### config.mk
export PLATFORM = sky130hd
export DESIGN_NAME = rof_relay_output
export DESIGN_NICKNAME = d
export VERILOG_FILES = /design/src/inc/rof_pkg.sv /design/src/rtl/rof_relay_output.sv
export SDC_FILE = /design/constraint.sdc
export NUM_CORES = 1
export LEC_CHECK = 0
export ABC_AREA = 1
export BUFFER_PORTS_ARGS = -buffer_cell sky130_fd_sc_hd__buf_4
export CAP_MARGIN = 30
export CELL_PAD_IN_SITES_DETAIL_PLACEMENT = 1
export CELL_PAD_IN_SITES_GLOBAL_PLACEMENT = 1
export CORE_ASPECT_RATIO = 2
export CORE_MARGIN = 1.5
export CORE_UTILIZATION = 38
export DETAILED_ROUTE_END_ITERATION = 8
export PLACE_DENSITY_LB_ADDON = 0.1
export SLEW_MARGIN = 30
export SYNTH_ARGS = -nofsm -noshare
export SYNTH_HDL_FRONTEND = slang
export SYNTH_SLANG_ARGS = --single-unit
### constraint.sdc
create_clock -name core_clk -period 2.9 [get_ports core_clk]
set_input_delay 0.435 -clock core_clk [delete_from_list [all_inputs] [get_ports core_clk]]
set_output_delay 0.435 -clock core_clk [all_outputs]
set_load 0.005 [all_outputs]
### src/inc/rof_pkg.sv
// package for the relay output / frequency detection block
// assumes frequencies are unsigned, 0.01 Hz per lsb
package rof_pkg;
  // ==========================================================
  // widths and reset values
  localparam int          FREQ_W          = 16;
  localparam logic [5:0]  FUNC_MAX        = 6'h2d;  // 45
  localparam logic [5:0]  RELAY_ONE_OUTPUT_RST_FUNC = 6'h1d;  // 29 trip
  localparam logic [5:0]  RELAY_TWO_OUTPUT_RST_FUNC = 6'h0e;  // 14 run
  localparam logic [15:0] SETPOINT_RST    = 16'h0bb8; // 30.00 Hz
  localparam logic [15:0] BAND_RST        = 16'h03e8; // 10.00 Hz
  // ==========================================================
  // function codes
  localparam logic [5:0]  FN_NONE  = 6'h00;
  localparam logic [5:0]  FN_FDT1  = 6'h01;
  localparam logic [5:0]  FN_FDT2  = 6'h02;
  localparam logic [5:0]  FN_FDT3  = 6'h03;
  localparam logic [5:0]  FN_FDT4  = 6'h04;
  localparam logic [5:0]  FN_RUN   = 6'h0e;

  typedef logic [FREQ_W-1:0] rof_freq_t;

  typedef struct packed {
    rof_freq_t referenceFreq;
    rof_freq_t outputFreq;
    rof_freq_t operationFreq;
    rof_freq_t maxFreq;
  } rof_freqs_t;

  typedef struct packed {
    logic runCommand;
    logic outputActive;
    logic dcBraking;
    logic accelerating;
    logic decelerating;
  } rof_drive_t;
endpackage

### src/rtl/rof_relay_output.sv
// relay output function selection with frequency detection
// assumes all inputs come from logic on core_clk
`timescale 1ns/100ps
// Behaviour
// relay one selector takes codes 0 to 45 and resets to 29.
// relay two selector takes codes 0 to 45 and resets to 14.
// a two-bit monitor shows the on/off state of each relay.
// code 1 energizes while |reference - output| is below half the band.
// code 2 energizes while |reference - setpoint| is below half band and the code 1 test holds.
// code 3 energizes while |output - operation| is below half the band.
// the detection setpoint resets to 30.00 Hz and is limited to 0 up to the max frequency.
// the detection band resets to 10.00 Hz and its half is used by every comparison except the code 4 acceleration test.
// setpoint and band feed the detection functions 1, 2, 3, 4 and 23; code 23 is not built here and stays off.
// code 4 turns on in acceleration at setpoint and holds in deceleration above setpoint minus half band.
// code 14 energizes while running with output voltage, and not during dc braking.
// code 0 keeps the relay off.
// comparisons run every cycle and outputs update from registered results.
module rof_relay_output (
  // clock and reset
  input  wire logic              core_clk,
  input  wire logic              rst,
  // setting writes
  input  wire logic              relayOneFuncWrite,
  input  wire logic              relayTwoFuncWrite,
  input  wire logic [5:0]        funcWriteData,
  input  wire logic              setpointWrite,
  input  wire logic              bandWrite,
  input  wire rof_pkg::rof_freq_t settingWriteData,
  // drive state
  input  wire rof_pkg::rof_freqs_t freqs,
  input  wire rof_pkg::rof_drive_t drive,
  // settings read back
  output logic [5:0]             relay_one_function_select,
  output logic [5:0]             relay_two_function_select,
  output rof_pkg::rof_freq_t     detect_freq_setpoint,
  output rof_pkg::rof_freq_t     detect_freq_band,
  // relays
  output logic                   relay_one_output,
  output logic                   relay_two_output,
  output logic [1:0]             relay_state_monitor
);
  import rof_pkg::*;

  // ==========================================================
  // settings
  always_ff @(posedge core_clk) begin
    if (rst) begin
      relay_one_function_select <= RELAY_ONE_OUTPUT_RST_FUNC;
    end else if (relayOneFuncWrite && funcWriteData <= FUNC_MAX) begin
      relay_one_function_select <= funcWriteData;
    end
  end

  always_ff @(posedge core_clk) begin
    if (rst) begin
      relay_two_function_select <= RELAY_TWO_OUTPUT_RST_FUNC;
    end else if (relayTwoFuncWrite && funcWriteData <= FUNC_MAX) begin
      relay_two_function_select <= funcWriteData;
    end
  end

  // out-of-range setpoint is clamped rather than refused
  always_ff @(posedge core_clk) begin
    if (rst) begin
      detect_freq_setpoint <= SETPOINT_RST;
    end else if (setpointWrite) begin
      detect_freq_setpoint <= (settingWriteData > freqs.maxFreq) ? freqs.maxFreq : settingWriteData;
    end
  end

  always_ff @(posedge core_clk) begin
    if (rst) begin
      detect_freq_band <= BAND_RST;
    end else if (bandWrite) begin
      detect_freq_band <= settingWriteData;
    end
  end

  // ==========================================================
  // comparisons
  function automatic rof_freq_t absDiff(input rof_freq_t a, input rof_freq_t b);
    absDiff = (a > b) ? rof_freq_t'(a - b) : rof_freq_t'(b - a);
  endfunction

  rof_freq_t halfBand;
  logic      next_refArrive;
  logic      next_setArrive;
  logic      next_rampTrack;
  logic      next_threshAcc;
  logic      next_threshDec;
  logic      reference_arrival_detect;
  logic      setpoint_arrival_detect;
  logic      ramp_tracking_detect;
  logic      directional_threshold_detect;
  logic      runDetect;
  // one extra bit so operation plus half band never overflows
  logic [FREQ_W:0] opPlusHalf;
  logic [FREQ_W:0] setpointWide;

  // half band comes from the band setting; a truncated 0.005 Hz is harmless
  assign halfBand = {1'b0, detect_freq_band[FREQ_W-1:1]};

  always_comb begin
    next_refArrive = absDiff(freqs.referenceFreq, freqs.outputFreq) < halfBand;
    next_setArrive = absDiff(freqs.referenceFreq, detect_freq_setpoint) < halfBand;
    next_rampTrack = absDiff(freqs.outputFreq, freqs.operationFreq) < halfBand;
    next_threshAcc = freqs.operationFreq >= detect_freq_setpoint;
    // compare op + half > setpoint instead of op > setpoint - half
    opPlusHalf     = {1'b0, freqs.operationFreq} + {1'b0, halfBand};
    setpointWide   = {1'b0, detect_freq_setpoint};
    next_threshDec = opPlusHalf > setpointWide;
  end

  // registered every cycle, one flop per flag, so each compare path is a single stage
  always_ff @(posedge core_clk) begin
    if (rst) begin
      reference_arrival_detect <= 1'b0;
    end else begin
      reference_arrival_detect <= next_refArrive;
    end
  end

  // both tests must hold in the same cycle
  always_ff @(posedge core_clk) begin
    if (rst) begin
      setpoint_arrival_detect <= 1'b0;
    end else begin
      setpoint_arrival_detect <= next_setArrive && next_refArrive;
    end
  end

  always_ff @(posedge core_clk) begin
    if (rst) begin
      ramp_tracking_detect <= 1'b0;
    end else begin
      ramp_tracking_detect <= next_rampTrack;
    end
  end

  // dc braking drops the run relay even with a run command present
  always_ff @(posedge core_clk) begin
    if (rst) begin
      runDetect <= 1'b0;
    end else begin
      runDetect <= drive.runCommand && drive.outputActive && !drive.dcBraking;
    end
  end

  // hysteresis: decel keeps the state only above setpoint minus half band, accel sets it at setpoint
  always_ff @(posedge core_clk) begin
    if (rst) begin
      directional_threshold_detect <= 1'b0;
    end else if (drive.decelerating) begin
      directional_threshold_detect <= directional_threshold_detect && next_threshDec;
    end else if (drive.accelerating) begin
      directional_threshold_detect <= next_threshAcc;
    end else begin
      directional_threshold_detect <= directional_threshold_detect ? next_threshDec : next_threshAcc;
    end
  end

  // ==========================================================
  // function select
  function automatic logic selectFunc(input logic [5:0] code, input logic fd1, input logic fd2,
                                      input logic fd3, input logic fd4, input logic run);
    case (code)
      FN_FDT1: selectFunc = fd1;
      FN_FDT2: selectFunc = fd2;
      FN_FDT3: selectFunc = fd3;
      FN_FDT4: selectFunc = fd4;
      FN_RUN:  selectFunc = run;
      default: selectFunc = 1'b0;
    endcase
  endfunction

  // one decode per relay, shared by contact and monitor so the two never disagree
  logic next_relayOne;
  logic next_relayTwo;

  // code 23 and the other codes are not built here and stay off
  always_comb begin
    next_relayOne = selectFunc(relay_one_function_select,
                               reference_arrival_detect,
                               setpoint_arrival_detect,
                               ramp_tracking_detect,
                               directional_threshold_detect,
                               runDetect);
    next_relayTwo = selectFunc(relay_two_function_select,
                               reference_arrival_detect,
                               setpoint_arrival_detect,
                               ramp_tracking_detect,
                               directional_threshold_detect,
                               runDetect);
  end

  // ==========================================================
  // relay outputs
  always_ff @(posedge core_clk) begin
    if (rst) begin
      relay_one_output <= 1'b0;
    end else begin
      relay_one_output <= next_relayOne;
    end
  end

  always_ff @(posedge core_clk) begin
    if (rst) begin
      relay_two_output <= 1'b0;
    end else begin
      relay_two_output <= next_relayTwo;
    end
  end

  // monitor is its own flop so the output stays registered, at the cost of one duplicate bit per relay
  always_ff @(posedge core_clk) begin
    if (rst) begin
      relay_state_monitor <= 2'h0;
    end else begin
      relay_state_monitor <= {next_relayTwo, next_relayOne};
    end
  end
endmodule // rof_relay_output

==> results.md, run 1 <==
* Run status: finished with violations
* Violated checks: negative setup slack
* Count of flip-flops with a built-in enable after synthesis at 0
* Switching share of power at 48.7%
* WP buf/inv at 5
* Total of max-cap violations at 0
* Detail-routed net length per standard cell at 22.6 µm
* Ordered cell list for the critical path: buf_8 -> clkinvlp_4 -> ha_4 -> buf_4 -> a21oi_1 -> nand2_1 -> a21oi_2 -> nand2_8 -> nand2_8 -> buf_6 -> nand2_2 -> o21ai_2 -> xor2_1 -> inv_1 -> ha_2 -> a21oi_2 -> nor2_2 -> a211oi_2 -> nand2_1 -> nand2_1 -> a21boi_2 -> nor2_1
* Cell type with the highest aggregate area in the netlist: ha_1
* Width of the chip at 118 µm
* Share of power burned in registers at 13.9%
* Total global-route track usage at 38.2%
* Final worst-path setup slack at -0.507 ns
* Number of buffers added to fix hold violations after cts at 0
* Leakage at 8.90 nW
* Tightest Hold Check Type: primary input to flip-flop
* RR Startpoint: detect_freq_setpoint[7]
* Gate power share at 74.5%
* Detailed-placement wirelength estimate at 46700 µm
* Period utilisation layout at 117%
* Placeable core region at 26300 µm²
* Storage cell area at 1050 µm²
* WHS Path Cells at 2
* Part of the Yosys area used for sequential elements at 10.1%
* Post-Route WL at 58100 µm
* Total Negative Setup Slacks at -1.21 ns
* H-tree levels at 2
* Unrepaired setup endpoints after global routing: yes
* Top cell type's share of synthesized area at 24.5%
* Routed vias at 14000
* Post-synthesis net count at 1966
* Maximum root-to-sink buffer count at 2
* Total clock buffers created by CTS at 5
* Largest net degree at the start of global routing at 31
* Worst r2r path cells at 19
* Final ANT Viol Nets at 0
* Primary FF master, synth: dfxtp_1
* Class of the most critical setup path: primary input to flip-flop
* Worst Hold Launch: drive[2]
* Via density at 5.47
* Slew headroom at 52.4%
* Post-synthesis instance area at 10100 µm²
* Total of warnings raised by yosys at 0
* Wire length of the first global-routing pass at 79400 µm
* Library cell used as clock root buffer: clkbuf_16
* Critical path data arrival time at 3.66 ns
* Cell types with the largest area share after synthesis: ha_1, nand2_1, inv_1
* Number of slew-limit violations in the final report at 0
* Combined area of the multi-input logic cells at 9040 µm²
* Terminus of the critical flop-to-flop path: setpoint_arrival_detect
* Count of final setup violators at 4
* Proportion of layout cells with a drive suffix above 1 at 37.5%
* Initial cell density of the core at 38.5%
* Number of top-level pins at 145
* Worst-skew pair later-pin latency at 0.33 ns
* DRC marker count from the first detailed-route iteration at 633
* End point of the most critical hold path: runDetect
* Row cnt at 84
* Final Net Count at 2525
* GPL Wtd Cong at 0.957
* Cell types with the highest counts after synthesis: nand2_1, inv_1, ha_1
* Port Buf Inserts at 144
* Worst slack, placed at -0.754 ns
* Mapped Cells at 1664
* Die Y-Extent at 234 µm
* Power Total at 0.00597 W
* Dominant cell type by count on the critical path: nand2_1
* Growth of design area from synthesis to finish at 60.4%
* Worst-path fanout max at 5
* Async S/R FF share, synth at 0%
* Final hold violation count at 0
* DR pass1 iterations at 5
* Family with the most delay on the worst path: compound AO/OA/AOI/OAI gates
* Cell variety after synth at 46
* CTS tree: built
* Total die area at 27700 µm²
* Worst IR Drop VDD at 0.000358 V
* Maximum cell stage delay along the critical path at 0.30 ns
* Startpoint type of the worst setup path: primary input
* Clock network fraction of design power at 11.6%
* Total overflow reported by the global router at 0
* Power density of the placed cells at 368 nW/µm²
* Power dissipated by switching net loads at 0.00291 W
* Endpoint required time on the critical path at 3.16 ns
* Cell at the slowest stage of the critical path: ha_4
* Number of DRC violations after detailed routing at 0
* Measured slew at the worst slew-check pin at 0.713 ns
* Crit path time final at 3.41 ns
* Avg Synthesized Cell Area at 6.08 µm²
* Clock sinks at 51
* Maximum frequency from static timing analysis at 293 MHz
* Diode insertion count for antenna repair at 0
* Reg-to-reg setup timing slack at -0.39 ns
* Power Internal at 0.00306 W
* Initial antenna violation count at 0
* Filler instances at 3530
* Vias in the first global route at 14900
* Worst clock skew at 0.0105 ns
* Cell with the most instances after synthesis: nand2_1
* Setup crit end kind: flip-flop
* Total of flip-flops plus latches after synthesis at 51
* Clock transition at path regs at 0.08 ns
-- how the worst max path moves through the flow --
stage	slack, ns	endpoint	cells past startpoint	startpoint
detailed placement	-0.75	ramp_tracking_detect	26	freqs[32]
finish	-0.51	ramp_tracking_detect	22	freqs[31]
floorplan	-0.08	setpoint_arrival_detect	28	freqs[48]
global route	-0.61	ramp_tracking_detect	22	freqs[31]
global placement	-0.69	ramp_tracking_detect	26	freqs[32]
CTS	-0.22	ramp_tracking_detect	23	freqs[31]
-- cell families (layout without fill, tap and decap cells) --
family                     Yosys count  in the layout  synth area share (%)
and+or+nand+nor                    705            707                  29.0
xor gates and xnor gates            57             57                  4.93
AOI/OAI and AO/OA                  327            327                  17.7
buffers and inverters              319            877                  12.4
DFF                                 51             51                  10.1
adders and majority gates          205            205                  25.9
-- metal layers --
metal | vias to the layer above | wire (µm) | part of all wire [%] | track usage [%]
li1 | 6474 | - | - | -
met1 | 6696 | 17700 | 31 | 31.7
met2 | 532 | 30000 | 52 | 74.5
met3 | 337 | 2420 | 4.2 | 3.62
met4 | 0 | 7950 | 14 | 41.1
met5 | - | 0 | 0 | 0
-- metrics by stage --
step | cell area (µm²) | util [%] | instances | hold WS [ns]
floorplan | 10200 | - | 1664 | 0.475
global placement | 14700 | 55.8 | 2534 | 0.500
detailed placement | 14700 | 55.8 | 2534 | 0.504
CTS | 15100 | 57.6 | 2551 | 0.302
global route | 16200 | 61.8 | 2568 | 0.312
finish | 16200 | 61.8 | 2568 | 0.312
-- area by class of cell --
type	count	area share, %
clock inverters	3	0.170
clock buffers	5	0.771
inverters	293	6.99
well taps	344	2.65
repair buffers	576	27.3
multi-input cells	1296	55.7
flip-flops and latches	51	6.45
-- power by group through the flow --
stage / logic (W) / registers, W / clock network, W
finish: 0.00445 / 0.000829 / 0.000692
global route: 0.00479 / 0.000834 / 0.000701
CTS: 0.00380 / 0.000820 / 0.000692
detailed placement: 0.00367 / 0.000834 / 0
global placement: 0.00353 / 0.000834 / 0
floorplan: 0.00189 / 0.000819 / 0
-- cells in the final DEF (no fill, tap or decap), drive strengths merged --
cell	instances
ha	198
clkinvlp	4
o21a	3
nand3	90
nand4	4
and2	1
o31a	1
o211ai	6
o21bai	10
a21oi	180
dfxtp	51
inv	291
fa	7
a221oi	2
a31oi	2
a211oi	3
buf	576
nor2	106
o2111ai	1
nand3b	8
nand2	468
clkinv	1
xor2	43
xnor2	14
o21ai	105
nor3	25
nor2b	1
or2	1
nor4	3
a21boi	4
a21o	9
clkbuf	5
a22oi	1
-- registers in the layout, indices dropped and copies added (netlist names), 6 cells and up --
| register | count |
|---|---|
| detect_freq_setpoint | 16 |
| detect_freq_band | 16 |
| relay_one_function_select | 6 |
| relay_two_function_select | 6 |
-- what timing repair did --
item                                    in CTS  in global routing
pin swaps                                   26                110
setup buffers                                7                 17
gates resized for setup                     62                223
hold endpoints to repair                     0                  0
gates cloned                                 2                  0
endpoints found under the setup margin       4                  4
(Power assumes the default switching activity.)
==> run 2: changes to the inputs <==
Settings changed: TNS_END_PERCENT set to 20.
==> run 2 against run 1 <==
Compared with the run above: the run still ends with negative setup slack left; fmax grew 3.5%; global-route usage shrank 0.063 points; design area shrank 5.3%; via count shrank 3.4%; largest power group unchanged; sequential share of layout area grew 0.21 points; worst hold slack lost 0.012 ns; setup slack gained 0.12 ns; first-iteration DRC count shrank 20%; flip-flop and latch count is the same; combinational power shrank 11%; die area is the same.
==> results.md, run 2 (synthesis gave the netlist of run 1 again) <==
* Run status: finished with violations
* Violated checks: negative setup slack
* Wire length of the first global-routing pass at 79300 µm (-0.12%)
* Leakage at 8.72 nW (-2.1%)
* GPL Wtd Cong at 0.957 (unchanged)
* Endpoint required time on the critical path at 3.16 ns (about the same)
* Critical path data arrival time at 3.55 ns (-0.11 ns)
* Post-Route WL at 53700 µm (-7.5%)
* Clock sinks at 51 (unchanged)
* Worst IR Drop VDD at 0.000423 V (+18%)
* Detailed-placement wirelength estimate at 46700 µm (unchanged)
* Worst-case hold slack at 0.300 ns (-0.0119 ns)
* Total overflow reported by the global router at 0 (unchanged)
* DRC marker count from the first detailed-route iteration at 506 (-20%)
* Final worst-path setup slack at -0.391 ns (+0.116 ns)
* Detail-routed net length per standard cell at 21.0 µm (-7.0%)
* Initial antenna violation count at 0 (unchanged)
* Power density of the placed cells at 356 nW/µm² (-3.3%)
* Library cell used as clock root buffer: clkbuf_16
* Commonest cells after routing, fill and taps aside: buf_4, nand2_1, inv_1
* Routed vias at 13600 (-3.4%)
* Setup crit end kind: flip-flop
* Instance area after placement at 14700 µm² (unchanged)
* Dominant cell type by count on the critical path: nand2_1
* Class of the most critical setup path: primary input to flip-flop
* Width of the chip at 118 µm (unchanged)
* Proportion of layout cells with a drive suffix above 1 at 31.4% (-6.0 points)
* Total die area at 27700 µm² (unchanged)
* Diode insertion count for antenna repair at 0 (unchanged)
* Slew headroom at 52.9% (+0.42 points)
* Worst-skew pair later-pin latency at 0.32 ns (about the same)
* Total clock buffers created by CTS at 5 (unchanged)
* Maximum root-to-sink buffer count at 2 (unchanged)
* Cell at the slowest stage of the critical path: ha_4
* Count of final setup violators at 4 (unchanged)
* Crit path time final at 3.29 ns (-0.116 ns)
* Maximum cell stage delay along the critical path at 0.30 ns (about the same)
* Worst clock skew at 0.00918 ns (-0.00131 ns)
* Largest net degree at the start of global routing at 31 (unchanged)
* Tightest Hold Check Type: primary input to flip-flop
* Final ANT Viol Nets at 0 (unchanged)
* Placeable core region at 26300 µm² (unchanged)
* Maximum frequency from static timing analysis at 304 MHz (+3.5%)
* Measured slew at the worst slew-check pin at 0.706 ns (-0.00629 ns)
* CTS tree: built
* Number of top-level pins at 145 (unchanged)
* Die Y-Extent at 234 µm (unchanged)
* Final hold violation count at 0 (unchanged)
* Startpoint type of the worst setup path: primary input
* Number of slew-limit violations in the final report at 0 (unchanged)
* Number of DRC violations after detailed routing at 0 (unchanged)
* Vias in the first global route at 14900 (unchanged)
* Final Instance Area at 15400 µm² (-5.3%)
* Port Buf Inserts at 144 (unchanged)
* Worst-path fanout max at 5 (unchanged)
* Ordered cell list for the critical path: buf_8 -> clkinvlp_4 -> ha_4 -> buf_4 -> a21oi_1 -> nand2_1 -> a21oi_2 -> nand2_8 -> nand2_8 -> buf_6 -> nand2_2 -> o21ai_2 -> xor2_1 -> inv_1 -> ha_2 -> a21oi_2 -> nor2_2 -> a211oi_2 -> nand2_1 -> nand2_1 -> a21boi_2 -> nor2_1
* Clock transition at path regs at 0.08 ns (about the same)
* Growth of design area from synthesis to finish at 51.9%
* Total global-route track usage at 38.1% (-0.063 points)
* Initial cell density of the core at 38.5% (unchanged)
* Total of max-cap violations at 0 (unchanged)
* Period utilisation layout at 113% (-4.0 points)
* Final Net Count at 2511 (-0.55%)
* Via density at 5.31 (-2.9%)
* Largest registers in the final layout: detect_freq_band x16, detect_freq_setpoint x16
* Row cnt at 84 (unchanged)
* Most frequent standard cell in the layout excluding fill and tap cells: buf_4
* DR pass1 iterations at 5 (unchanged)
* H-tree levels at 2 (unchanged)
* Unrepaired setup endpoints after global routing: yes
-- run 2: changes by cell type in the layout (fill, tap and decap cells not counted), moves of 12 or more --
| cell | previous run | this run |
|---|---|---|
| inv_1 | 268 | 282 |
| dfxtp_1 | 37 | 49 |
| nand2_1 | 401 | 436 |
| ha_1 | 152 | 176 |
| ha_4 | 40 | 16 |
| a21oi_2 | 34 | 19 |
| a21oi_1 | 145 | 161 |
| nand2_2 | 49 | 25 |
-- run 2: area by class of cell --
| class | count | area, µm² |
|---|---|---|
| repair buffers | 562 | 4260 |
| clock buffers | 5 | 125 |
| flip-flops and latches | 51 | 1020 |
| fillers | 3604 | 10900 |
| well taps | 344 | 430 |
| inverters | 293 | 1120 |
| clock inverters | 3 | 27.5 |
| multi-input cells | 1296 | 8380 |
-- run 2: path summary, 6_finish.rpt --
kind / start / to / slack (ns) / cells after the start
setup reg to reg: detect_freq_band[1] / directional_threshold_detect / -0.28 / 20
hold reg to reg: relay_one_function_select[4] / relay_one_function_select[4] / 0.52 / 2
hold / removal: drive[2] / runDetect / 0.30 / 2
setup / recovery: freqs[31] / ramp_tracking_detect / -0.39 / 22
-- run 2: stage by stage --
stage / util, % / setup TNS [ns] / setup WS [ns] / instances / power (W)
floorplan: - / -0.188 / -0.0805 / 1664 / 0.00271
detailed placement: 55.8 / -2.55 / -0.754 / 2534 / 0.00450
finish: 58.5 / -1.09 / -0.391 / 2554 / 0.00547
global placement: 55.8 / -2.07 / -0.693 / 2534 / 0.00436
global route: 58.5 / -1.84 / -0.540 / 2554 / 0.00586
CTS: 57.4 / -0.795 / -0.216 / 2550 / 0.00530
-- run 2: repair_timing --
action | CTS | global route
setup buffers | 6 | 4
gates resized for setup | 51 | 54
hold buffers | 0 | 0
pin swaps | 23 | 34
setup endpoints to repair | 4 | 4
gates cloned | 2 | 0
-- run 2: critical path, delay by kind of cell --
family / cells / cell delay, ns
XOR/XNOR: 1 / 0.23
adder cells (fa/ha/maj): 2 / 0.48
AO/OA/AOI/OAI: 6 / 0.95
buffers and inverters: 5 / 0.57
AND/OR/NAND/NOR: 8 / 0.86
-- run 2: report_power, final --
group | internal, W | leakage [nW] | switching [W]
sequential | 0.000757 | 0.423 | 0.0000640
clock | 0.000330 | 0.0719 | 0.000353
combinational | 0.00176 | 8.22 | 0.00221
total | 0.00285 | 8.72 | 0.00263
-- run 2: layer usage --
metal  up-vias  track usage (%)  wire [µm]
li1       6434                -          -
met1      6441             31.7      16800
met2       438             74.4      28300
met3       250             3.77       1760
met5         -                0          0
met4         0             40.7       6880
==> run 3: changes to the inputs <==
Settings changed: CTS_BUF_LIST set to sky130_fd_sc_hd__clkbuf_2, RECOVER_POWER set to 50, TNS_END_PERCENT 20 to 5.
==> run 3 against run 2 <==
Compared with the run above: the flow still finishes with violations (negative setup slack); first-iteration DRC count increased by 10%; via count increased by 0.93%; wire length grew 2.3%; utilization about the same; flip-flop and latch count stayed put; worst hold slack lost 0.25 ns; critical path type is now flip-flop to flip-flop; largest cell class unchanged.
==> results.md, run 3 (synthesis gave the netlist of run 1 again) <==
* Placeable core region at 26300 µm² (unchanged)
* Number of slew-limit violations in the final report at 0 (unchanged)
* Largest registers in the final layout: detect_freq_band x16, detect_freq_setpoint x16
* Final worst-path setup slack at -0.370 ns (+0.0215 ns)
* Final Net Count at 2520 (+0.36%)
* Largest net degree at the start of global routing at 31 (unchanged)
* Final hold violation count at 0 (unchanged)
* Run status: finished with violations
* Worst-skew pair later-pin latency at 0.59 ns (+0.27 ns)
* Final ANT Viol Nets at 0 (unchanged)
* Power Total at 0.00529 W (-3.3%)
* Row cnt at 84 (unchanged)
* Total overflow reported by the global router at 0 (unchanged)
* H-tree levels at 2 (unchanged)
* Proportion of layout cells with a drive suffix above 1 at 32.4% (+0.95 points)
* Clock sinks at 51 (unchanged)
* Routed vias at 13700 (+0.93%)
* Violated checks: negative setup slack
* CTS tree: built
* Crit path time final at 3.27 ns (-0.0215 ns)
* Number of DRC violations after detailed routing at 0 (unchanged)
* Worst IR Drop VDD at 0.000316 V (-25%)
* Setup crit end kind: flip-flop
* Most frequent standard cell in the layout excluding fill and tap cells: buf_4
* Maximum root-to-sink buffer count at 2 (unchanged)
* Power density of the placed cells at 344 nW/µm² (-3.4%)
* Total global-route track usage at 38.3% (+0.18 points)
* Class of the most critical setup path: flip-flop to flip-flop
* Port Buf Inserts at 144 (unchanged)
* Wire length of the first global-routing pass at 79800 µm (+0.74%)
* Endpoint required time on the critical path at 3.46 ns (+0.30 ns)
* Count of final setup violators at 3 (-1)
* Period utilisation layout at 113% (-0.74 points)
* Critical path data arrival time at 3.83 ns (+0.28 ns)
* Initial cell density of the core at 38.5% (unchanged)
* Worst clock skew at 0.0423 ns (+0.0331 ns)
* Number of top-level pins at 145 (unchanged)
* Via density at 5.34 (+0.54%)
* Total clock buffers created by CTS at 5 (unchanged)
* Worst-path fanout max at 6 (+1)
* Initial antenna violation count at 1 (+1)
* Worst r2r path cells at 22 (+10%)
* DR pass1 iterations at 5 (unchanged)
* Unrepaired setup endpoints after global routing: yes
* Measured slew at the worst slew-check pin at 0.722 ns (+0.0162 ns)
* Clock transition at path regs at 0.39 ns (+0.31 ns)
* Maximum frequency from static timing analysis at 306 MHz (+0.66%)
* Leakage at 8.73 nW (about the same)
* Total Negative Setup Slacks at -0.503 ns (+0.592 ns)
* Filler instances at 3637 (+0.92%)
* Slew headroom at 51.8% (-1.1 points)
* Library cell used as clock root buffer: clkbuf_2
* Total die area at 27700 µm² (unchanged)
* WHS Path Cells at 3 (+1)
* Die Y-Extent at 234 µm (unchanged)
* Detail-routed net length per standard cell at 21.4 µm (+1.9%)
* Final standard cell utilization of the core at 58.5% (about the same)
* Post-Route WL at 55000 µm (+2.3%)
* Startpoint type of the worst setup path: flip-flop
* DRC marker count from the first detailed-route iteration at 558 (+10%)
* Detailed-placement wirelength estimate at 46700 µm (unchanged)
* GPL Wtd Cong at 0.957 (unchanged)
* Tightest Hold Check Type: primary input to flip-flop
* Vias in the first global route at 15000 (+0.67%)
* Commonest cells after routing, fill and taps aside: buf_4, nand2_1, inv_1
* Width of the chip at 118 µm (unchanged)
* Growth of design area from synthesis to finish at 52.1% (about the same)
* Total of max-cap violations at 0 (unchanged)
-- run 3: cell types whose count changed in the layout (fill, tap and decap cells not counted), moves of 6 or more --
| cell | delta |
|---|---|
| buf_4 | -18 |
| clkbuf_4 | +19 |
| dfxtp_1 | -15 |
| dfxtp_2 | +10 |
| o21ai_0 | -6 |
-- run 3: per-layer routing --
| metal | part of all wire, % | global-route usage [%] |
|---|---|---|
| met2 | 52 | 75.1 |
| met5 | 0 | 0 |
| met3 | 3.5 | 3.55 |
| met1 | 31 | 31.9 |
| met4 | 13 | 40.2 |
-- run 3: area by class of cell --
class,instances,area [µm²],area share [%]
multi-input cells,1294,8370,54.4
flip-flops and latches,51,1050,6.86
well taps,344,430,2.80
inverters,293,1120,7.26
diodes,1,2.50,0.0163
repair buffers,573,4360,28.3
clock inverters,3,27.5,0.179
clock buffers,5,25.0,0.163
-- run 3: final timing paths --
path                           startpoint                      endpoint  slack, ns
min                      funcWriteData[1]  relay_two_function_select[1]       0.05
max              detect_freq_setpoint[14]       setpoint_arrival_detect      -0.37
max reg2reg      detect_freq_setpoint[14]       setpoint_arrival_detect      -0.37
min reg2reg  relay_one_function_select[4]  relay_one_function_select[4]       0.53
-- run 3: report_power, final --
group / internal (W) / switching (W) / leakage [nW]
Sequential: 0.000763 / 0.0000675 / 0.426
Clock: 0.0000683 / 0.000329 / 0.0311
Combinational: 0.00180 / 0.00227 / 8.27
Total: 0.00263 / 0.00267 / 8.73
-- run 3: what timing repair did --
item | 4_1_cts | 5_1_grt
endpoints found under the setup margin | 3 | 4
resized for setup | 79 | 62
hold buffers | 1 | 0
hold endpoints to repair | 1 | 0
buffers inserted | 6 | 14
pin swaps | 15 | 42
-- run 3: through the flow --
stage,cells,hold slack [ns],instance area (µm²),setup slack [ns]
finish,2564,0.0482,15400,-0.370
global route,2564,0.0618,15400,-0.580
CTS,2549,0.0271,15100,-0.0716
detailed placement,2534,0.504,14700,-0.754
global placement,2534,0.500,14700,-0.693
floorplan,1664,0.475,10200,-0.0805
-- run 3: worst max-delay path, stage by stage (launching register included) --
cell and delay, ns:
dfxtp_2 0.42, ha_1 0.33, nand2_4 0.08, buf_6 0.13
nor3_4 0.26, nand2_4 0.11, a21boi_4 0.26, nand2_1 0.22
nand2_2 0.17, xnor2_2 0.17, inv_1 0.08, ha_2 0.31
nand3_1 0.08, nand2_1 0.09, nand2_1 0.06, nand2_1 0.09
nand2_1 0.06, nand2_1 0.07, nand2_1 0.05, nand2_1 0.05
nand2_1 0.06, nand3_2 0.06, nor2_1 0.04
